File: src/include/tbm_params.svh
// constants of the three-bank memory controller
`ifndef TBM_PARAMS_SVH
`define TBM_PARAMS_SVH
// register word indices, byte address is four times the index
`define TBM_IX_PMASK_FIRST 12'h230
`define TBM_IX_PMASK_LAST 12'h234
`define TBM_IX_REF_PERIOD 12'h398
`define TBM_IX_REF_LIMIT 12'h39a
`define TBM_IX_CTRL 12'h240
`define TBM_IX_STAT 12'h244
`define TBM_IX_MAN 12'h248
// reset values
`define TBM_RST_PMASK 16'hffff
`define TBM_RST_REF_PERIOD 16'h0000
`define TBM_RST_REF_LIMIT 16'h0008
`define TBM_RST_CTRL 16'h0000
`define TBM_RST_MAN 20'h00007
// control fields
`define TBM_CTRL_PIPE 0
`define TBM_CTRL_RXPAR 3
`define TBM_CTRL_SD32 4
`define TBM_CTRL_SZ 5
`define TBM_CTRL_PRIO 11
// status fields
`define TBM_ST_PAR 0
`define TBM_ST_RANGE 3
`define TBM_ST_REFERR 6
`define TBM_ST_MANBUSY 7
`define TBM_ST_BACKLOG 8
// manual command fields
`define TBM_MAN_CMD 0
`define TBM_MAN_BA 4
`define TBM_MAN_ADDR 6
`define TBM_MAN_CKE 19
`define TBM_MAN_GO 31
// sram decode: smallest chip 2**17 bytes, bank limit 2**21 bytes
`define TBM_CHIP_LOG2_MIN 17
`define TBM_BANK_LOG2_MAX 21
// sdram timing
`define TBM_CLK_MHZ 25
`define TBM_T_RCD_NS 20
`define TBM_T_RP_NS 20
`define TBM_T_RFC_NS 70
`define TBM_T_WR_NS 15
`define TBM_CAS_LAT 2
`define TBM_NS2CYC(ns) (((ns) * `TBM_CLK_MHZ + 999) / 1000)
`define TBM_RCD_CYC `TBM_NS2CYC(`TBM_T_RCD_NS)
`define TBM_RP_CYC `TBM_NS2CYC(`TBM_T_RP_NS)
`define TBM_RFC_CYC `TBM_NS2CYC(`TBM_T_RFC_NS)
`define TBM_WR_CYC `TBM_NS2CYC(`TBM_T_WR_NS)
// sdram commands as {cs_n, ras_n, cas_n, we_n}
`define TBM_SD_NOP 4'h7
`define TBM_SD_ACT 4'h3
`define TBM_SD_RD 4'h5
`define TBM_SD_WR 4'h4
`define TBM_SD_REF 4'h1
// widths
`define TBM_AW 25
`define TBM_WAW 20
`define TBM_DW 32
`endif

File: src/include/tbm_pkg.sv
// types shared by the three-bank memory controller
`include "tbm_params.svh"
`default_nettype none
package tbm_pkg;
   typedef enum logic [1:0] {
      TBM_BANK_TX = 2'h0,
      TBM_BANK_RX = 2'h1,
      TBM_BANK_NET = 2'h2
   } tbm_bank_e;
   typedef enum logic [1:0] {
      ST_IDLE = 2'h0,
      ST_RCD = 2'h1,
      ST_LAT = 2'h3,
      ST_REC = 2'h2
   } tbm_sd_e;
   typedef struct packed {
      logic valid;
      logic write;
      logic sdram;
      logic rxCirc;
      logic underrun;
      tbm_bank_e bank;
      logic [`TBM_AW-1:0] addr;
      logic [`TBM_DW-1:0] data;
   } tbm_req_s;
   typedef struct packed {
      logic valid;
      logic write;
      logic chk;
      logic under;
      logic ok;
      logic [1:0] agent;
      logic apar;
      logic [`TBM_DW-1:0] data;
   } tbm_pipe_s;
   typedef struct packed {
      logic valid;
      logic [1:0] agent;
      logic [`TBM_DW-1:0] data;
      logic underrun;
   } tbm_rsp_s;
   typedef struct packed {
      logic [3:0] ceN;
      logic weN;
      logic [`TBM_WAW-1:0] addr;
      logic [`TBM_DW-1:0] dout;
      logic doeN;
      logic [1:0] parOut;
   } tbm_sram_s;
   typedef struct packed {
      logic [`TBM_DW-1:0] din;
      logic [1:0] parIn;
   } tbm_memin_s;
   typedef struct packed {
      logic cke;
      logic csN;
      logic rasN;
      logic casN;
      logic weN;
      logic [1:0] ba;
   } tbm_sdram_s;
endpackage : tbm_pkg
`default_nettype wire

File: src/rtl/tbm_ctrl.sv
// three-bank external memory controller with wishbone registers
//
// Added by the designer: register access over Wishbone.
`include "tbm_params.svh"
`default_nettype none
// Contract
// - transmit structures go to bank A
// - receive structures go to bank B
// - network interface data goes to bank C
// - up to four SRAM chips, 128K to 1M
// - at most two megabytes SRAM per bank
// - bank C also serves 16M or 32M SDRAM
// - banks A and B 16 bits, C 32 bits
// - SDRAM may be two x16 parts side by side
// - bank C shares address and data pins
// - pipelined or flow-through SRAM, no turnaround
// - priority grant, converted to pin signalling
// - even parity driven on every write except unchecked receive circular buffers
// - read parity checked, mismatch reported in status
// - mask registers select bits entering parity
// - receive circular buffers carry underrun, not parity
// - control bit enables parity on circular buffers
// - periodic refresh, backlog over limit flags error
// - CPU issues manual SDRAM commands
module tbm_ctrl
   import tbm_pkg::*;
#(
   parameter int NAG = 4
) (
   input wire logic clock,
   input wire logic rst_n,
   input wire logic wbCyc,
   input wire logic wbStb,
   input wire logic wbWe,
   input wire logic [13:0] wbAdr,
   input wire logic [3:0] wbSel,
   input wire logic [31:0] wbDatIn,
   output logic [31:0] wbDatOut,
   output logic wbAck,
   input wire tbm_req_s agentReq [NAG],
   output logic [NAG-1:0] agentGnt,
   output var tbm_rsp_s bankRsp [3],
   output var tbm_sram_s memOut [3],
   input wire tbm_memin_s memIn [3],
   output var tbm_sdram_s sdOut
);
   if (NAG < 1 || NAG > 4) begin : gBadNag
      $error("agent count must lie between 1 and 4");
   end

   // byte-lane merge for register writes
   function automatic logic [31:0] mrg(input logic [31:0] o,
         input logic [31:0] d, input logic [3:0] s);
      mrg = o;
      for (int j = 0; j < 4; j++) begin
         if (s[j]) mrg[8*j +: 8] = d[8*j +: 8];
      end
   endfunction : mrg

   // even parity per 16-bit lane, address parity folded into lane 0
   function automatic logic [1:0] genPar(input logic [31:0] d,
         input logic ap, input logic [15:0] m);
      genPar = {^(d[31:16] & m), ap ^ (^(d[15:0] & m))};
   endfunction : genPar

   // low address bits pass the mask, high bits always count
   function automatic logic addrPar(input logic [19:0] w,
         input logic [15:0] m);
      addrPar = (^(w[15:0] & m)) ^ (^w[19:16]);
   endfunction : addrPar

   // first eligible agent counting up from the base
   function automatic logic [2:0] pickAg(input logic [3:0] el,
         input logic [1:0] base);
      logic [1:0] ix;
      pickAg = 3'h0;
      for (int k = 3; k >= 0; k--) begin
         ix = base + 2'(k);
         if (el[ix]) pickAg = {1'b1, ix};
      end
   endfunction : pickAg

   logic rstMeta_r, rstN;
   logic [15:0] pmFirst_r, pmLast_r, refPer_r, refLim_r, ctrl_r;
   logic [19:0] man_r;
   logic manGo_r, refErr_r, manTake, refDone, tick;
   logic [2:0] parErr_r, rangeErr_r, perr, rangeHit, pipeEmpty, gHit;
   logic [15:0] refCnt_r;
   logic [7:0] backlog_r, stClr;
   logic [31:0] rdData;
   logic wbReq, wbWr;
   logic [11:0] wbIx;
   logic [1:0] gIdx [3];
   tbm_req_s gReq [3];
   tbm_pipe_s gItem [3];
   logic [NAG-1:0] gntNxt;
   tbm_sd_e sdSt_r, stN;
   logic [3:0] sdCnt_r, cntN, cmdN;
   logic [1:0] baN;
   tbm_pipe_s sdItem_r, sdRet;
   logic [12:0] sdCol_r;
   logic sdIdle, sdGrant, sdPinUse, sdPinDoeN;
   logic [19:0] sdPinAddr;
   logic [31:0] sdPinDout;
   logic [1:0] sdPinPar;
   logic [12:0] sdRow;

   // reset release through two flops
   always_ff @(posedge clock or negedge rst_n) begin
      if (!rst_n) begin
         rstMeta_r <= 1'b0;
         rstN <= 1'b0;
      end else begin
         rstMeta_r <= 1'b1;
         rstN <= rstMeta_r;
      end
   end

   assign wbReq = wbCyc && wbStb && !wbAck;
   assign wbWr = wbReq && wbWe;
   assign wbIx = wbAdr[13:2];

   // configuration registers written by software
   always_ff @(posedge clock or negedge rstN) begin
      if (!rstN) begin
         pmFirst_r <= `TBM_RST_PMASK;
         pmLast_r <= `TBM_RST_PMASK;
         refPer_r <= `TBM_RST_REF_PERIOD;
         refLim_r <= `TBM_RST_REF_LIMIT;
         ctrl_r <= `TBM_RST_CTRL;
      end else if (wbWr) begin
         if (wbIx == `TBM_IX_PMASK_FIRST) begin
            pmFirst_r <= 16'(mrg({16'h0, pmFirst_r}, wbDatIn, wbSel));
         end else if (wbIx == `TBM_IX_PMASK_LAST) begin
            pmLast_r <= 16'(mrg({16'h0, pmLast_r}, wbDatIn, wbSel));
         end else if (wbIx == `TBM_IX_REF_PERIOD) begin
            refPer_r <= 16'(mrg({16'h0, refPer_r}, wbDatIn, wbSel));
         end else if (wbIx == `TBM_IX_REF_LIMIT) begin
            refLim_r <= 16'(mrg({16'h0, refLim_r}, wbDatIn, wbSel));
         end else if (wbIx == `TBM_IX_CTRL) begin
            ctrl_r <= 16'(mrg({16'h0, ctrl_r}, wbDatIn, wbSel));
         end
      end
   end

   // manual sdram command, fields frozen while a command waits
   always_ff @(posedge clock or negedge rstN) begin
      if (!rstN) begin
         man_r <= `TBM_RST_MAN;
         manGo_r <= 1'b0;
      end else begin
         if (wbWr && wbIx == `TBM_IX_MAN && !manGo_r) begin
            man_r <= 20'(mrg({12'h0, man_r}, wbDatIn, wbSel));
         end
         manGo_r <= (manGo_r && !manTake) || (wbWr && wbIx == `TBM_IX_MAN
            && wbSel[3] && wbDatIn[`TBM_MAN_GO]);
      end
   end

   // sticky error flags, write one to clear, a new event wins
   assign stClr = (wbWr && wbIx == `TBM_IX_STAT && wbSel[0]) ?
      wbDatIn[7:0] : 8'h00;
   always_ff @(posedge clock or negedge rstN) begin
      if (!rstN) begin
         parErr_r <= 3'h0;
         rangeErr_r <= 3'h0;
         refErr_r <= 1'b0;
      end else begin
         parErr_r <= (parErr_r & ~stClr[`TBM_ST_PAR +: 3])
            | perr;
         rangeErr_r <= (rangeErr_r & ~stClr[`TBM_ST_RANGE +: 3])
            | rangeHit;
         refErr_r <= (refErr_r && !stClr[`TBM_ST_REFERR])
            || ({8'h0, backlog_r} > refLim_r);
      end
   end

   // refresh period timer and backlog of owed refreshes
   assign tick = refPer_r != 16'h0 && refCnt_r == refPer_r - 16'h1;
   always_ff @(posedge clock or negedge rstN) begin
      if (!rstN) begin
         refCnt_r <= 16'h0;
         backlog_r <= 8'h0;
      end else begin
         refCnt_r <= (refPer_r == 16'h0 || tick) ? 16'h0
            : refCnt_r + 16'h1;
         if (tick && !refDone && backlog_r != 8'hff) begin
            backlog_r <= backlog_r + 8'h1;
         end else if (!tick && refDone) begin
            backlog_r <= backlog_r - 8'h1;
         end
      end
   end

   // register read selection
   always_comb begin
      rdData = 32'h0;
      if (wbIx == `TBM_IX_PMASK_FIRST) begin
         rdData[15:0] = pmFirst_r;
      end else if (wbIx == `TBM_IX_PMASK_LAST) begin
         rdData[15:0] = pmLast_r;
      end else if (wbIx == `TBM_IX_REF_PERIOD) begin
         rdData[15:0] = refPer_r;
      end else if (wbIx == `TBM_IX_REF_LIMIT) begin
         rdData[15:0] = refLim_r;
      end else if (wbIx == `TBM_IX_CTRL) begin
         rdData[15:0] = ctrl_r;
      end else if (wbIx == `TBM_IX_STAT) begin
         rdData[`TBM_ST_PAR +: 3] = parErr_r;
         rdData[`TBM_ST_RANGE +: 3] = rangeErr_r;
         rdData[`TBM_ST_REFERR] = refErr_r;
         rdData[`TBM_ST_MANBUSY] = manGo_r;
         rdData[`TBM_ST_BACKLOG +: 8] = backlog_r;
      end else if (wbIx == `TBM_IX_MAN) begin
         rdData[19:0] = man_r;
         rdData[`TBM_MAN_GO] = manGo_r;
      end
   end

   // wishbone answer one cycle after the strobe, unmapped reads zero
   always_ff @(posedge clock or negedge rstN) begin
      if (!rstN) begin
         wbAck <= 1'b0;
         wbDatOut <= 32'h0;
      end else begin
         wbAck <= wbReq;
         wbDatOut <= (wbReq && !wbWe) ? rdData : 32'h0;
      end
   end

   assign sdIdle = sdSt_r == ST_IDLE;

   for (genvar b = 0; b < 3; b++) begin : gBank
      logic [3:0] el;
      logic [2:0] pk;
      logic [1:0] sz, chip;
      logic [19:0] wa;
      logic ok, issue, pipeSel, mism;
      logic [1:0] expPar;
      logic [31:0] rdD;
      tbm_req_s g;
      tbm_pipe_s it, s1_r, s2_r, s3_r, wrIt, rdIt, r;

      // requests of this bank's class only, bank C also waits on sdram
      always_comb begin
         el = 4'h0;
         for (int i = 0; i < NAG; i++) begin
            el[i] = agentReq[i].valid && !agentGnt[i]
               && agentReq[i].bank == tbm_bank_e'(2'(b));
            if (b == 2) begin
               el[i] = el[i] && sdIdle && !manGo_r && backlog_r == 8'h0
                  && (!agentReq[i].sdram || pipeEmpty[2]);
            end
         end
      end
      assign pk = pickAg(el, ctrl_r[`TBM_CTRL_PRIO +: 2]);
      assign g = agentReq[pk[1:0]];
      assign sz = ctrl_r[`TBM_CTRL_SZ + 2*b +: 2];
      assign wa = (b == 2) ? g.addr[21:2] : g.addr[20:1];
      assign chip = 2'(g.addr >> (`TBM_CHIP_LOG2_MIN + sz));
      assign ok = (g.addr >> (`TBM_CHIP_LOG2_MIN + 2 + sz)) == 0
         && (g.addr >> `TBM_BANK_LOG2_MAX) == 0;
      assign issue = pk[2] && !(b == 2 && g.sdram);
      assign gHit[b] = pk[2];
      assign gIdx[b] = pk[1:0];
      assign gReq[b] = g;
      assign gItem[b] = it;
      assign rangeHit[b] = issue && !ok;

      // access descriptor that follows the address down the pipe
      always_comb begin
         it = '0;
         it.valid = issue;
         it.write = g.write;
         it.chk = !g.rxCirc || ctrl_r[`TBM_CTRL_RXPAR];
         it.under = g.underrun;
         it.ok = ok;
         it.agent = pk[1:0];
         it.apar = addrPar(wa, pmLast_r);
         it.data = (b == 2) ? g.data : {16'h0, g.data[15:0]};
      end

      // three stages cover flow-through and pipelined latency
      always_ff @(posedge clock or negedge rstN) begin
         if (!rstN) begin
            s1_r <= '0;
            s2_r <= '0;
            s3_r <= '0;
         end else begin
            s1_r <= it;
            s2_r <= s1_r;
            s3_r <= s2_r;
         end
      end
      assign pipeEmpty[b] = !s1_r.valid && !s2_r.valid && !s3_r.valid;
      assign pipeSel = ctrl_r[`TBM_CTRL_PIPE + b];
      assign wrIt = pipeSel ? s2_r : s1_r;
      assign rdIt = pipeSel ? s3_r : s2_r;

      // pin drive; bank C hands its pins to the sdram sequencer
      always_ff @(posedge clock or negedge rstN) begin
         if (!rstN) begin
            memOut[b] <= '{ceN: 4'hf, weN: 1'b1, doeN: 1'b1, default: '0};
         end else begin
            memOut[b].ceN <= (issue && ok) ? ~(4'h1 << chip) : 4'hf;
            memOut[b].weN <= !(issue && ok && g.write);
            memOut[b].addr <= wa;
            memOut[b].dout <= wrIt.data;
            memOut[b].doeN <= !(wrIt.valid && wrIt.write);
            memOut[b].parOut <= wrIt.chk ? genPar(wrIt.data, wrIt.apar,
               pmFirst_r) : {2{wrIt.under}};
            if (b == 2 && sdPinUse) begin
               memOut[b].addr <= sdPinAddr;
               memOut[b].dout <= sdPinDout;
               memOut[b].doeN <= sdPinDoeN;
               memOut[b].parOut <= sdPinPar;
            end
         end
      end

      // read return and parity check
      assign r = (b == 2 && sdRet.valid) ? sdRet : rdIt;
      assign rdD = (b == 2) ? memIn[b].din : {16'h0, memIn[b].din[15:0]};
      assign expPar = genPar(rdD, r.apar, pmFirst_r);
      assign mism = (b == 2) ? expPar != memIn[b].parIn
         : expPar[0] != memIn[b].parIn[0];
      assign perr[b] = r.valid && !r.write && r.chk && r.ok
         && mism;
      always_ff @(posedge clock or negedge rstN) begin
         if (!rstN) begin
            bankRsp[b] <= '0;
         end else begin
            bankRsp[b].valid <= r.valid && !r.write;
            bankRsp[b].agent <= r.agent;
            bankRsp[b].data <= rdD;
            bankRsp[b].underrun <= !r.chk && memIn[b].parIn[0];
         end
      end
   end

   // grant pulse to the agent picked on each bank
   always_comb begin
      gntNxt = '0;
      for (int b = 0; b < 3; b++) begin
         if (gHit[b]) gntNxt[gIdx[b]] = 1'b1;
      end
   end
   always_ff @(posedge clock or negedge rstN) begin
      if (!rstN) agentGnt <= '0;
      else agentGnt <= gntNxt;
   end

   // sdram row: 13 bits for 32M, 12 for 16M, x16 pairs give 32 bits
   assign sdGrant = gHit[2] && gReq[2].sdram;
   assign sdRow = ctrl_r[`TBM_CTRL_SD32] ? gReq[2].addr[24:12]
      : {1'b0, gReq[2].addr[23:12]};

   // sdram sequencer: manual, refresh, then access with auto-precharge
   always_comb begin
      stN = sdSt_r;
      cntN = (sdCnt_r != 4'h0) ? sdCnt_r - 4'h1 : 4'h0;
      cmdN = `TBM_SD_NOP;
      baN = 2'h0;
      sdPinUse = 1'b0;
      sdPinAddr = 20'h0;
      sdPinDout = 32'h0;
      sdPinDoeN = 1'b1;
      sdPinPar = 2'h0;
      sdRet = '0;
      refDone = 1'b0;
      manTake = 1'b0;
      case (sdSt_r)
         ST_IDLE: begin
            if (manGo_r) begin
               manTake = 1'b1;
               cmdN = man_r[`TBM_MAN_CMD +: 4];
               baN = man_r[`TBM_MAN_BA +: 2];
               sdPinUse = 1'b1;
               sdPinAddr = {7'h0, man_r[`TBM_MAN_ADDR +: 13]};
               stN = ST_REC;
               cntN = 4'(`TBM_RP_CYC - 1);
            end else if (backlog_r != 8'h0 && pipeEmpty[2]) begin
               cmdN = `TBM_SD_REF;
               refDone = 1'b1;
               stN = ST_REC;
               cntN = 4'(`TBM_RFC_CYC - 1);
            end else if (sdGrant) begin
               cmdN = `TBM_SD_ACT;
               baN = gReq[2].addr[11:10];
               sdPinUse = 1'b1;
               sdPinAddr = {7'h0, sdRow};
               stN = ST_RCD;
               cntN = 4'(`TBM_RCD_CYC - 1);
            end
         end
         ST_RCD: begin
            if (sdCnt_r == 4'h0) begin
               cmdN = sdItem_r.write ? `TBM_SD_WR : `TBM_SD_RD;
               baN = sdCol_r[12:11];
               sdPinUse = 1'b1;
               sdPinAddr = {9'h0, 1'b1, 2'h0, sdCol_r[7:0]};
               if (sdItem_r.write) begin
                  sdPinDout = sdItem_r.data;
                  sdPinDoeN = 1'b0;
                  sdPinPar = sdItem_r.chk ? genPar(sdItem_r.data,
                     sdItem_r.apar, pmFirst_r) : {2{sdItem_r.under}};
                  stN = ST_REC;
                  cntN = 4'(`TBM_WR_CYC + `TBM_RP_CYC - 1);
               end else begin
                  stN = ST_LAT;
                  cntN = 4'(`TBM_CAS_LAT);
               end
            end
         end
         ST_LAT: begin
            if (sdCnt_r == 4'h0) begin
               sdRet = sdItem_r;
               stN = ST_REC;
               cntN = 4'(`TBM_RP_CYC - 1);
            end
         end
         default: begin
            if (sdCnt_r == 4'h0) stN = ST_IDLE;
         end
      endcase
   end

   // sequencer state and sdram command pins
   always_ff @(posedge clock or negedge rstN) begin
      if (!rstN) begin
         sdSt_r <= ST_IDLE;
         sdCnt_r <= 4'h0;
         sdItem_r <= '0;
         sdCol_r <= 13'h0;
         sdOut <= '{csN: 1'b1, rasN: 1'b1, casN: 1'b1, weN: 1'b1,
            default: '0};
      end else begin
         sdSt_r <= stN;
         sdCnt_r <= cntN;
         if (sdIdle && sdGrant && !manGo_r) begin
            sdItem_r <= gItem[2];
            sdItem_r.ok <= 1'b1;
            sdCol_r <= {gReq[2].addr[11:10], 3'h0, gReq[2].addr[9:2]};
         end
         {sdOut.csN, sdOut.rasN, sdOut.casN, sdOut.weN} <= cmdN;
         sdOut.ba <= baN;
         sdOut.cke <= man_r[`TBM_MAN_CKE];
      end
   end
endmodule : tbm_ctrl
`default_nettype wire

File: config.mk
export PLATFORM = sky130hd
export DESIGN_NAME = tbm_ctrl
export DESIGN_NICKNAME = d
export VERILOG_FILES = /design/src/include/tbm_pkg.sv /design/src/rtl/tbm_ctrl.sv
export VERILOG_INCLUDE_DIRS = /design/src /design/src/include
export SDC_FILE = /design/constraint.sdc
export NUM_CORES = 1
export LEC_CHECK = 0
export BUFFER_PORTS_ARGS = -buffer_cell sky130_fd_sc_hd__buf_2
export CORE_AREA = 8 8 282 284
export CTS_BUF_LIST = sky130_fd_sc_hd__clkbuf_8
export DETAILED_ROUTE_END_ITERATION = 8
export DIE_AREA = 0 0 290 292
export MAX_ROUTING_LAYER = met4
export PLACE_DENSITY_LB_ADDON = 0.3
export SETUP_SLACK_MARGIN = 0.02
export SKIP_CTS_REPAIR_TIMING = 1
export SYNTH_ARGS = -nofsm -noshare
export SYNTH_HDL_FRONTEND = slang
export SYNTH_SLANG_ARGS = --single-unit
File: constraint.sdc
create_clock -name clock -period 18.5 [get_ports clock]
set_input_delay 0 -clock clock [delete_from_list [all_inputs] [get_ports clock]]
set_output_delay 0 -clock clock [all_outputs]
set_load 0.005 [all_outputs]
Yosys cells after proc, flatten, opt, wreduce, memory -nomap -nowiden
Cells that the tools add are included.
{"block": "word_totals", "reg_bits": 754, "inputBits": 413, "out_inout_bits": 332, "wordCells": 582}
{"block": "classes", "n_addsub": 14, "n_lt_le_gt_ge": 14, "eq_ne": 25, "shift": 9, "muxes": 148, "bitwise_logic": 43, "reduce_logical": 186}
{"operator": "binary-select mux 64 bit (select 2 bit)", "count": 3}
{"operator": "2-to-1 mux 63 bit", "count": 6}
{"operator": "2-to-1 mux 40 bit", "count": 9}
{"operator": "AND 16 bit", "count": 15}
{"operator": "parity 16 bit", "count": 15}
{"operator": "zero test 32 bit", "count": 6}
{"operator": "2-to-1 mux 32 bit", "count": 4}
{"operator": "2-to-1 mux 16 bit", "count": 7}
{"operator": ">> shifter 25 x 6 -> 32 bit", "count": 3}
{"operator": "logical AND 1 bit", "count": 88}
{"operator": "== test 12 x 10 -> 1 bit, second input constant", "count": 7}
{"operator": "2-to-1 mux 4 bit", "count": 19}
{"operator": ">> shifter 25 x 6 -> 2 bit", "count": 3}
{"operator": "2-to-1 mux 55 bit", "count": 1}
{"operator": "2-to-1 mux 13 bit", "count": 4}
{"operator": "2-to-1 mux 3 bit", "count": 14}
{"operator": "2-to-1 mux 2 bit", "count": 19}
{"operator": "zero test 1 bit", "count": 37}
{"operator": "adder 5 x 2 -> 6 bit, first input constant", "count": 6}
{"operator": "2-to-1 mux 1 bit", "count": 36}
{"operator": "one-hot mux 13 bit (2 select lines)", "count": 1}
{"operator": "binary-select mux 1 bit (select 2 bit)", "count": 12}
{"operator": "< comparator 2 x 3 -> 1 bit, second input constant", "count": 7}
{"operator": "2-to-1 mux 20 bit", "count": 1}
{"operator": "other kinds (52)", "count": 116}

Longest topological paths before layout
Gate-level depths: netlist of the first run.
{"block": "logic_depth", "depth_word": 23, "depth_mapped": 20, "mapped_depth_nobuf": 20}

Worst setup path before layout of the first run
OpenSTA, ideal clock, no wires.
{"block": "synth_path", "path_type": "reg2reg", "from": "register refPer_r[0]", "to": "register backlog_r[7]", "setup_ns": 0.080, "arrival_ns": 3.997, "required_ns": 18.420, "path_slack_ns": 14.423, "stages_incl_launch_ff": 21, "path_buffers": 0, "period_less_slack_ns": 4.077, "cell_sequence": "dfrtp_1 > inv_1 > ha_1 > or3b_2 > nor4b_1 > and2_1 > a211o_1 > nand3_1 > nand2_1 > nor4b_1 > nand3_1 > ha_1 > a21o_1 > a21oi_1 > o21bai_1 > a21oi_1 > o21bai_1 > a21oi_1 > nor4_1 > a31oi_1 > xnor2_1"}
{"block": "synth_via", "elab_chain_cells": 6, "word_cells_on_any_way": 10, "classes_between": "add/sub (1); eq/ne (1); mux (1); reduce/logical (7)"}
{"item": "from (decl)", "line_no": "tbm_ctrl.sv:84", "source": "logic [15:0] pmFirst_r, pmLast_r, refPer_r, refLim_r, ctrl_r;"}
{"item": "from (signal assigned)", "line_no": "tbm_ctrl.sv:128", "source": "refPer_r <= `TBM_RST_REF_PERIOD;"}
{"item": "from (signal assigned)", "line_no": "tbm_ctrl.sv:137", "source": "refPer_r <= 16'(mrg({16'h0, refPer_r}, wbDatIn, wbSel));"}
{"item": "subtractor 16 x 1 -> 16 bit", "line_no": "tbm_ctrl.sv:179", "source": "assign tick = refPer_r != 16'h0 && refCnt_r == refPer_r - 16'h1;"}
{"item": "== test 16 bit", "line_no": "tbm_ctrl.sv:179"}
{"item": "logical AND 1 bit (*)", "line_no": "tbm_ctrl.sv:179"}
{"item": "logical AND 1 bit or zero test 1 bit (tied branches)", "line_no": "tbm_ctrl.sv:187, tbm_ctrl.sv:189"}
{"item": "logical AND 1 bit, on equally long branches", "line_no": "tbm_ctrl.sv:187, tbm_ctrl.sv:189"}
{"item": "2-to-1 mux 8 bit or nonzero test 2 bit (tied branches)"}
{"item": "to (signal assigned)", "line_no": "tbm_ctrl.sv:188", "source": "backlog_r <= backlog_r + 8'h1;"}
{"item": "to (signal assigned)", "line_no": "tbm_ctrl.sv:190", "source": "backlog_r <= backlog_r - 8'h1;"}
{"item": "to (decl)", "line_no": "tbm_ctrl.sv:89", "source": "logic [7:0] backlog_r, stClr;"}
Mark *: on every way between the ends. The rest lies on a longest branch, timed or not.
A chain may end at the register's enable or synchronous reset.

Final worst setup path of the first run
{"block": "layout_path", "from": "register backlog_r[1]", "to": "register memOut[46] in the netlist's numbering"}
{"block": "layout_via", "elab_chain_cells": 19, "word_cells_on_any_way": 38, "classes_between": "mux (25); bitwise (1); reduce/logical (12)"}
{"item": "zero test 8 bit", "line_no": "tbm_ctrl.sv:251", "source": "el[i] = el[i] && sdIdle && !manGo_r && backlog_r == 8'h0"}
{"item": "logical AND 1 bit", "line_no": "tbm_ctrl.sv:251"}
{"item": "logical AND 1 bit", "line_no": "tbm_ctrl.sv:252", "source": "&& (!agentReq[i].sdram || pipeEmpty[2]);"}
{"item": "binary-select mux 1 bit (select 2 bit)", "line_no": "tbm_ctrl.sv:79", "source": "if (el[ix]) pickAg = {1'b1, ix};"}
{"item": "2-to-1 mux 1 bit (implied by the code)", "line_no": "tbm_ctrl.sv:79"}
{"item": "2-to-1 mux 3 bit (4 in series)", "line_no": "tbm_ctrl.sv:79"}
{"item": "inverter 2 -> 3 bit (implied by the code)", "line_no": "tbm_ctrl.sv:257", "source": "assign g = agentReq[pk[1:0]];"}
{"item": "binary-select mux 64 bit (select 2 bit)", "line_no": "tbm_ctrl.sv:257"}
{"item": "2-to-1 mux 63 bit (implied by the code) (2 in series)", "line_no": "tbm_ctrl.sv:257"}
{"item": "2-to-1 mux 13 bit or logical AND 1 bit (tied branches)", "line_no": "tbm_ctrl.sv:355, tbm_ctrl.sv:354"}
{"item": "2-to-1 mux 13 bit or 2-to-1 mux 1 bit (tied branches)", "line_no": "tbm_ctrl.sv:387", "source": "end else if (sdGrant) begin"}
{"item": "2-to-1 mux 13 bit or 2-to-1 mux 1 bit (tied branches)", "line_no": "tbm_ctrl.sv:382", "source": "end else if (backlog_r != 8'h0 && pipeEmpty[2]) begin"}
{"item": "2-to-1 mux 13 bit or 2-to-1 mux 1 bit (tied branches)", "line_no": "tbm_ctrl.sv:374", "source": "if (manGo_r) begin"}
{"item": "one-hot mux 13 bit (2 select lines) or one-hot mux 1 bit (2 select lines) (tied branches)", "line_no": "tbm_ctrl.sv:372", "source": "case (sdSt_r)"}
{"item": "2-to-1 mux 55 bit (*)", "line_no": "tbm_ctrl.sv:312", "source": "if (b == 2 && sdPinUse) begin"}
{"item": "to (decl)", "line_no": "tbm_ctrl.sv:43", "source": "output var tbm_sram_s memOut [3],"}
Mark *: on every way between the ends. The rest lies on a longest branch, timed or not. The select of a mux whose other input is x is not followed.

==> results of run 1 <==
==> layout make-up <==
cell class / count / area [um2]
multi-input cells: 2042 / 14430
fillers: 6309 / 32000
well taps: 978 / 1224
repair buffers: 1183 / 8688
inverters: 55 / 206.4
clock buffers: 133 / 1831
diodes: 12 / 30.03
clock inverters: 69 / 585.6
flip-flops and latches: 644 / 16190
==> synth_stat cells, drive strengths merged, types with 16 or more instances <==
master	number
o22ai	29
a21oi	122
a211oi	56
xor2	63
mux2	166
clkbuf	107
dfstp	58
a222oi	16
o21ai	135
ha	18
nand2	374
nor2	132
inv	54
nor2b	80
mux2i	342
nand3	28
nor3	25
and3	19
buf	117
xnor2	176
and2	20
dfrtp	586
==> layout by cell type, fill, tap and decap left out, types with 16 or more instances in the layout <==
cell           netlist  routed
a21oi_1            121     120
a211oi_1            56      55
o22ai_1             29      29
xor2_1              63      63
buf_2               14     618
buf_4               75      32
nor3_1              25      23
and3_1              19      19
and2_1              19      18
nor2_1             132     131
nand2_1            374     374
nor2b_1             80      80
nand3_1             28      28
conb_1               2      76
clkbuf_8             0     133
mux2_2             165     165
dfstp_2             58      58
o21ai_0             93      93
ha_1                18      18
xnor2_1            176     176
dlygate4sd3_1        0     531
dfrtp_1            586     584
inv_1               54      91
mux2i_1            342     342
a222oi_1            16      16
o21ai_1             42      41
==> worst max-delay path, delay by kind of cell (launching register included) <==
family                 cells  cell delay [ns]
buffers and inverters      5             2.73
and+or+nand+nor            4             1.99
DFF                        1             0.51
muxes                      2             0.51
AOI/OAI and AO/OA          3             0.48
==> registers in the layout, summed over array words and instances, names as in the netlist, 10 cells and up <==
name        cells
bankRsp        76
ctrl_r         16
gBank.s1_r     88
gBank.s2_r     88
gBank.s3_r     21
man_r          20
memOut        148
pmFirst_r      16
pmLast_r       16
refCnt_r       16
refLim_r       16
refPer_r       16
sdCol_r        10
sdItem_r       40
wbDatOut       21
==> stage by stage <==
| stage | util | cell area [um2] | power [mW] | hold slack (ns) |
|---|---|---|---|---|
| floorplan | - | 31950 | 1.984 | -0.2956 |
| global placement | 0.4712 | 35430 | 2.219 | -0.2134 |
| detailed placement | 0.4712 | 35430 | 2.230 | -0.2034 |
| CTS | 0.5033 | 37840 | 3.637 | -1.023 |
| global route | 0.5743 | 43180 | 3.905 | -0.001423 |
| finish | 0.5744 | 43190 | 3.745 | -0.009539 |
==> layer usage <==
metal / part of all wire / wire [um] / global-route usage / vias to the layer above
met5: 0 / 0 / - / -
met4: 0.036 / 4343 / 0.07423 / 0
met3: 0.067 / 8016 / 0.04929 / 290
met2: 0.49 / 57940 / 0.4179 / 1230
met1: 0.41 / 49060 / 0.3270 / 13440
li1: - / - / - / 12200
==> worst paths after layout <==
kind | from | end
worst max-delay path | backlog_r[1]$_DFFE_PN0P_ | memOut[46]$_DFF_PN0_
worst min-delay path | agentReq[50] | memOut[51]$_DFF_PN0_
worst max register to register | backlog_r[1]$_DFFE_PN0P_ | memOut[46]$_DFF_PN0_
worst min register to register | rstN$_DFF_PN0_ | memOut[166]$_DFF_PN0_
max in group asynchronous | rstN$_DFF_PN0_ | gBank[2].s1_r[16]$_DFF_PN0_
min in group asynchronous | rst_n | rstN$_DFF_PN0_
==> logic make-up after synthesis <==
logic type / Yosys count
adders and majority gates: 19
other: 2
and+or+nand+nor: 745
buffers and inverters: 279
DFF: 644
AOI/OAI and AO/OA: 442
xor gates and xnor gates: 248
muxes: 512
==> power by group <==
part / switching, mW / leakage (nW) / internal (mW)
sequential: 0.0843 / 7.79 / 1.53
clock: 0.621 / 1.37 / 0.782
combinational: 0.378 / 10.8 / 0.349
total: 1.08 / 19.9 / 2.66
==> metrics.txt, run 1 <==
run status=finished, violations left; failing checks=negative hold slack; Post-Synth Adder-Cell Area=0.007744; final worst slack=12.21 ns; Tmin final=6.287 ns; first-pass GRT wire length=161,500 um; clock root buffer=clkbuf_8; clock buffer depth=3; antenna-violating nets left=0; Avg Cell Area, Syn=10.95 um2; # rows=101; top_reg_cell synth=dfrtp_1; Post-synth EDFFs=0; via/cell ratio=5.308; gr ovfl total=0; die height=292 um; # setup viols final=0; Worst EP arrival=6.98 ns; crit path capture type=flop; largest net degree at the start of global routing=167; Post-Layout Cell Count=5,116; Hold Vio Cnt, Final=2; residual DRC count=0; DR vias=27,160; drt total wl=119,400 um; XOR/XNOR Fraction of Synth Area=0.07250; dpl hpwl=81,690 um; CP startpoint kind=flop; Starting Density=0.4212; Distinct cells, synth=76; CTS tree=built; CP Data Required Time=19.19 ns; power per cell area=86.72 nW/um2; top post-synthesis cells by area=dfrtp_1, mux2i_1, mux2_2, xnor2_1, dfstp_2; Final Cycle Share=0.3398; Synth Instances=2,891; Clk Latency, worst-skew pair=0.75 ns; vias in the first global route=24,990; critical-path maximum fanout=44; Pre-antenna DRT Iters=6; Worst Skew=0.06943 ns; H-tree Lvls=3; reg2reg path depth=14; Compound-Gate Fraction of Synth Area=0.08688; CP max-delay cell=or4_4; GRT Resource Usage Total=0.2569; initial antenna violation count=13; die area=84,680 um2; maximum VDD drop=0.06077 mV; layout cell share with drive strength beyond 1=0.2586; Synth top area share=0.4631; RSZ-0062 raised after global routing=false; hold-critical path depth=4; Slew @ Worst Pin=1.174 ns; #FFs+latches synth=644; First DRT Iteration DRCs=2,128; clk sinks=644; Die Width=290 um; sequential fraction of the synthesis area=0.5112; Worst-path clk slew=0.06 ns; Min Hold Slack=-0.009539 ns; leakage power=19.94 nW; io pins=745; port bufs=618; simple-gate share of the synthesized area=0.1071; area delta synth->final=36.38%; Hold Crit Class=in2reg; Worst Setup Path Type=reg2reg; setup TNS=0 ns; Reg2Reg Setup Slack=12.21 ns; Top cell by count, worst path=dlygate4sd3_1; area leader, netlist=dfrtp_1; core area=75,190 um2; DP Worst Slack=13.32 ns; max incr delay on CP=0.78 ns; total CTS buffers=107; Placed Cells=4,371; share of flip-flops with an asynchronous set or reset=1.000; multiplexer area fraction after synthesis=0.1701; Pins Over Slew Limit=0; Cell Area, Synth=31,670 um2; fmax=159.1 MHz; max_cap viols=0; largest family of logic cells by synthesized area=multiplexers; Final Wtd Congestion=0.8917; Nets=4,465; synth warn=0; CP cell instances=nor4_1 > and3_1 > o21ai_1 > or4_4 > buf_4 > mux2i_1 > dlygate4sd3_1 > mux2i_1 > and2_2 > buf_4 > a32oi_1 > dlygate4sd3_1 > o22ai_1 > dlygate4sd3_1; drt wl/cell=23.33 um; relative slew slack=0.2069
(Power assumes the default switching activity.)
==> run 2: changes to the inputs <==
==> constraint.sdc (replaced) <==
create_clock -name clock -period 5.05 [get_ports clock]
set_input_delay 0 -clock clock [delete_from_list [all_inputs] [get_ports clock]]
set_output_delay 0 -clock clock [all_outputs]
set_load 0.005 [all_outputs]
==> run 2 against run 1 <==
Compared with the run above: the flow now finishes without violations; maximum frequency grew 28%; first-iteration DRC count grew 17%; cell count grew 0.96%; sequential cell count is the same; register-to-register slack lost 12 ns; non-clock buffer count grew 41; power grew to 3.7 times the previous value; hold slack gained 0.013 ns; via count grew 2.3%.
==> metrics.txt, run 2 (synthesis results as in run 1) <==
top flop regs=memOut x148, gBank.s1_r x88, gBank.s2_r x88; layout cell share with drive strength beyond 1=0.2640 (+0.005425); Multi-input gate area=14,440 um2 (about the same); relative slew slack=0.1174 (-0.08953); clock buffer depth=3 (unchanged); Tmin final=4.898 ns (-1.389 ns); most frequent cells in the layout=buf_2, dfrtp_1, dlygate4sd3_1, nand2_1, mux2i_1; run status=complete, no violations; Slew @ Worst Pin=1.312 ns (+0.1382 ns); maximum VDD drop=0.2193 mV (+260%); via/cell ratio=5.379 (+1.3%); Final Wtd Congestion=0.9196 (+3.1%); vias in the first global route=25,090 (+0.40%); dpl hpwl=83,010 um (+1.6%); Worst-path clk slew=0.06 ns (about the same); met2 GRT Util=0.4185 (+0.0005779); Starting Density=0.4212 (unchanged); sequential share of power=0.428 (-0.003); total CTS buffers=109 (+1.9%); RSZ-0062 raised after global routing=false; Min Hold Slack=0.003946 ns (+0.01349 ns); Total Power=13.79 mW (+270%); gr busiest metal=met2; # setup viols final=0 (unchanged); first-pass GRT wire length=163,800 um (+1.4%); drt wl/cell=23.62 um (+1.2%); antenna-violating nets left=0 (unchanged); Pins Over Slew Limit=0 (unchanged); CP Data Required Time=5.59 ns (-13.60 ns); Worst Skew=0.05576 ns (-0.01367 ns); First DRT Iteration DRCs=2,492 (+17%); most common cell after layout, fill and taps aside=buf_2; worst r2r dst=gBank[0].s1_r[32]$_DFF_PN0_; r2r startpoint=agentGnt[1]$_DFF_PN0_; max reg flops=148 (unchanged); placed inst area=35,670 um2 (+0.69%); Worst Setup SP=agentGnt[1]$_DFF_PN0_; drt total wl=122,000 um (+2.2%); hold path startpoint=agentReq[57]; port bufs=618 (unchanged); Hold Vio Cnt, Final=0 (-2); GR Util met1=0.3338 (+0.006797); reg2reg path depth=15 (+1); CP startpoint kind=flop; # rows=101 (unchanged); switching power=4.015 mW (+270%); CTS tree=built; Worst Setup Path Type=reg2reg; internal power=9.777 mW (+270%); Nets=4,508 (+0.96%); Clock power frac=0.374 (about the same); Register Area=16,190 um2 (unchanged); leakage power=20.18 nW (+1.2%); H-tree Lvls=3 (unchanged); DR vias=27,790 (+2.3%); fmax=204.2 MHz (+28%); Hold Crit Class=in2reg; crit path capture type=flop; Clk Latency, worst-skew pair=0.75 ns (about the same); die height=292 um (unchanged); area delta synth->final=38.02%; crit path capture=gBank[0].s1_r[32]$_DFF_PN0_; critical-path maximum fanout=49 (+11%); power per cell area=315.5 nW/um2 (+260%); Worst EP arrival=5.43 ns (-1.55 ns); global routing usage on met3=0.05065 (+0.001367); Final Cycle Share=0.9699 (+0.6300); post-route cell area=43,710 um2 (+1.2%); io pins=745 (unchanged); clk sinks=644 (unchanged); Reg2Reg Setup Slack=0.15 ns (-12.06 ns); largest net degree at the start of global routing=141 (-16%); die area=84,680 um2 (unchanged); max_cap viols=0 (unchanged); GRT Resource Usage Total=0.2604 (+0.003446); Die Width=290 um (unchanged); Pre-antenna DRT Iters=7 (+1); clock root buffer=clkbuf_8; Most flops, register=memOut; initial antenna violation count=17 (+4); Logic pwr share=0.198 (+0.004); switching share of power=0.2911 (+0.001669); gr ovfl total=0 (unchanged); residual DRC count=0 (unchanged); core area=75,190 um2 (unchanged); filler cell count=6,160 (-2.4%)
-- run 2: cell count changes in the layout (fill, tap and decap cells not counted), moves of 2 or more --
cell	previous run	this run
clkinvlp_4	4	2
clkinv_2	12	21
bufinv_16	9	5
diode_2	12	17
buf_4	32	43
buf_12	2	10
inv_6	2	0
dlygate4sd3_1	531	553
inv_1	91	80
clkbuf_8	133	145
-- run 2: layout make-up --
cell class / count / area share
inverter: 55 / 0.004723
clock buffer: 145 / 0.04566
clock inverter: 60 / 0.01053
antenna: 17 / 0.0009733
timing repair buffer: 1224 / 0.2094
tap: 978 / 0.02800
multi-input combinational: 2042 / 0.3303
sequential: 644 / 0.3705
-- run 2: how the worst min path moves through the flow --
stage / end / slack (ns) / cells past startpoint
finish: gBank[2].s1_r[34]$_DFF_PN0_ / 0.004 / 6
global route: sdItem_r[36]$_DFFE_PN0P_ / 0.008 / 4
CTS: rstN$_DFF_PN0_ / -1.03 / 1
detailed placement: rstMeta_r$_DFF_PN0_ / -0.21 / 1
global placement: rstMeta_r$_DFF_PN0_ / -0.21 / 1
floorplan: rstMeta_r$_DFF_PN0_ / -0.30 / 0
-- run 2: power by group through the flow --
stage	clock network (mW)	registers [mW]	logic, mW
2_1_floorplan	0	5.97	1.30
3_3_place_gp	0	5.97	2.19
3_5_place_dp	0	5.98	2.22
4_1_cts	5.24	5.89	2.23
5_1_grt	5.47	5.95	2.94
6_report	5.16	5.90	2.73
-- run 2: through the flow --
step,cells,setup slack [ns],util,setup TNS [ns]
finish,5165,0.1522,0.5813,0
global route,5164,0.07668,0.5813,0
CTS,4595,0.2926,0.5070,0
detailed placement,4390,0.3100,0.4744,0
global placement,4390,0.3813,0.4744,0
floorplan,2965,-1.153,-,-673.11
-- run 2: critical path: stages (launching register included) --
cell and delay (ns):
dfrtp_1 0.39, nand2b_1 0.16, nor3_1 0.14, dlygate4sd3_1 0.57, buf_4 0.15, a21oi_1 0.10, a211oi_4 0.28, buf_12 0.32
mux2i_1 0.24, dlygate4sd3_1 0.58, mux2i_1 0.10, nand2_1 0.14, xor2_1 0.22, xnor2_1 0.15, xnor3_1 0.49, xnor2_1 0.60
-- run 2: metal layers --
layer	share of wire	up-vias	wire length, um
met4	0.038	0	4649
met2	0.49	1347	59450
met5	0	-	0
li1	-	12320	-
met3	0.073	301	8872
met1	0.40	13820	49020
==> run 3: changes to the inputs <==
--- a/config.mk
+++ b/config.mk
@@ -9,10 +9,11 @@
 export BUFFER_PORTS_ARGS = -buffer_cell sky130_fd_sc_hd__buf_2
 export CORE_AREA = 8 8 282 284
 export CTS_BUF_LIST = sky130_fd_sc_hd__clkbuf_8
+export CTS_CLUSTER_SIZE = 30
 export DETAILED_ROUTE_END_ITERATION = 8
 export DIE_AREA = 0 0 290 292
 export MAX_ROUTING_LAYER = met4
-export PLACE_DENSITY_LB_ADDON = 0.3
+export PLACE_DENSITY = 0.68
 export SETUP_SLACK_MARGIN = 0.02
 export SKIP_CTS_REPAIR_TIMING = 1
 export SYNTH_ARGS = -nofsm -noshare
==> run 3 against run 2 <==
Compared with the run above: maximum frequency fell by 2.1%; power rose by 1.6%; core utilization barely moved; largest cell class unchanged; largest power group unchanged; non-clock buffer count fell by 6; the flow now finishes with violations (negative hold slack); critical path depth did not move; via count rose by 1.3%.
==> metrics.txt, run 3 (synthesis results as in run 1) <==
power per cell area=320.7 nW/um2 (+1.6%); port bufs=618 (unchanged); final worst slack=0.04768 ns (-0.1045 ns); Worst EP arrival=5.53 ns (+0.10 ns); Post-Layout Cell Count=5,157 (-0.15%); setup TNS=0 ns (unchanged); Starting Density=0.4212 (unchanged); Worst-path clk slew=0.07 ns (about the same); CP startpoint kind=flop; die height=292 um (unchanged); Tmin final=5.002 ns (+0.1045 ns); Final Wtd Congestion=0.9275 (+0.86%); gr ovfl total=0 (unchanged); clock buffer depth=3 (unchanged); Final Cycle Share=0.9906 (+0.02069); run status=finished, violations left; top flop regs=memOut x148, gBank.s1_r x88, gBank.s2_r x88; DP Worst Slack=0.3599 ns (+0.04997 ns); First DRT Iteration DRCs=2,562 (+2.8%); Hold Crit Class=in2reg; CP max-delay cell=xnor2_1; max_cap viols=0 (unchanged); drt total wl=124,100 um (+1.8%); die area=84,680 um2 (unchanged); Slew @ Worst Pin=0.9926 ns (-0.3192 ns); fmax=199.9 MHz (-2.1%); layout cell share with drive strength beyond 1=0.2643 (+0.0002672); placed inst area=35,670 um2 (about the same); antenna-violating nets left=0 (unchanged); total CTS buffers=109 (unchanged); leakage power=20.16 nW (about the same); via/cell ratio=5.456 (+1.4%); Die Width=290 um (unchanged); relative slew slack=0.3359 (+0.2184); Worst Skew=0.06176 ns (+0.005995 ns); Top cell by count, worst path=xnor2_1; Total Power=14.01 mW (+1.6%); most common cell after layout, fill and taps aside=buf_2; DR vias=28,140 (+1.3%); failing checks=negative hold slack; drt wl/cell=24.07 um (+1.9%); max reg flops=148 (unchanged); H-tree Lvls=3 (unchanged); io pins=745 (unchanged); area delta synth->final=37.98% (about the same); post-layout util=0.5811 (about the same); crit path capture type=flop; CTS tree=built; largest net degree at the start of global routing=168 (+19%); Buf/Inv on CP=4 (unchanged); clk sinks=644 (unchanged); GRT Resource Usage Total=0.2592 (-0.001176); CP cell instances=nand2b_1 > nor3_1 > dlygate4sd3_1 > buf_4 > a21oi_1 > a211oi_4 > buf_12 > mux2i_1 > dlygate4sd3_1 > mux2i_1 > nand2_1 > xnor2_1 > xnor2_1 > xnor3_1 > xnor2_1; Nets=4,502 (-0.13%); Pre-antenna DRT Iters=7 (unchanged); first-pass GRT wire length=163,700 um (about the same); clock root buffer=clkbuf_8; # setup viols final=0 (unchanged); maximum VDD drop=0.2299 mV (+4.9%); Worst Setup Path Type=reg2reg; core area=75,190 um2 (unchanged); residual DRC count=0 (unchanged); Min Hold Slack=-0.01050 ns (-0.01445 ns); dpl hpwl=82,650 um (-0.43%); post-route cell area=43,700 um2 (about the same); Most flops, register=memOut; vias in the first global route=25,300 (+0.83%); max incr delay on CP=0.60 ns (about the same); critical-path maximum fanout=48 (-2.0%); most frequent cells in the layout=buf_2, dfrtp_1, dlygate4sd3_1, nand2_1, mux2i_1; initial antenna violation count=18 (+1); Pins Over Slew Limit=0 (unchanged); Hold Vio Cnt, Final=1 (+1); Clk Latency, worst-skew pair=0.73 ns (-0.02 ns); # rows=101 (unchanged); Placed Cells=4,393 (+0.068%); CP Data Required Time=5.58 ns (about the same); CP top delay family=buffers and inverters
[run 3: cell count changes in the layout (fill, tap and decap cells not counted), moves of 4 or more]
cell           change
clkinv_2          -11
buf_4              +5
bufinv_16          +4
dlygate4sd3_1      -9
[run 3: power breakdown]
| group | leakage, nW | internal, mW | switching, mW |
|---|---|---|---|
| clock network | 1.40 | 3.05 | 2.29 |
| registers | 7.79 | 5.60 | 0.292 |
| logic | 11.0 | 1.32 | 1.46 |
| total | 20.2 | 9.98 | 4.04 |
[run 3: worst paths after layout]
path | slack (ns) | endpoint | from | depth (start not counted)
worst min register to register | 0.34 | gBank[1].s2_r[35]$_DFF_PN0_ | gBank[1].s1_r[35]$_DFF_PN0_ | 0
worst max-delay path | 0.05 | gBank[0].s1_r[32]$_DFF_PN0_ | agentGnt[1]$_DFF_PN0_ | 15
min in group asynchronous | 0.12 | rstMeta_r$_DFF_PN0_ | rst_n | 3
max in group asynchronous | 3.25 | sdItem_r[8]$_DFFE_PN0P_ | rstN$_DFF_PN0_ | 1
worst min-delay path | -0.01 | gBank[2].s1_r[39]$_DFF_PN0_ | agentReq[189] | 5
worst max register to register | 0.05 | gBank[0].s1_r[32]$_DFF_PN0_ | agentGnt[1]$_DFF_PN0_ | 15
[run 3: tightest hold or removal path, cell delays in order]
cell and delay (ns):
buf_2 0.12, mux2i_1 0.12, mux2i_1 0.14, nand2b_1 0.20, inv_1 0.07
[run 3: final cells by class]
type,count,area (um2)
well taps,978,1224
flip-flops and latches,644,16190
repair buffers,1218,9059
clock buffers,145,1996
multi-input cells,2042,14440
clock inverters,58,539.3
fillers,6078,31500
diodes,17,42.54
inverters,55,206.4
[run 3: per-layer routing]
layer,routed length [um],part of all wire,up-vias,GRT usage
met5,0,0,-,-
met4,5946,0.048,0,0.08497
met3,9788,0.079,430,0.05103
met2,59250,0.48,1523,0.4113
met1,49160,0.40,13900,0.3337
li1,-,-,12290,-
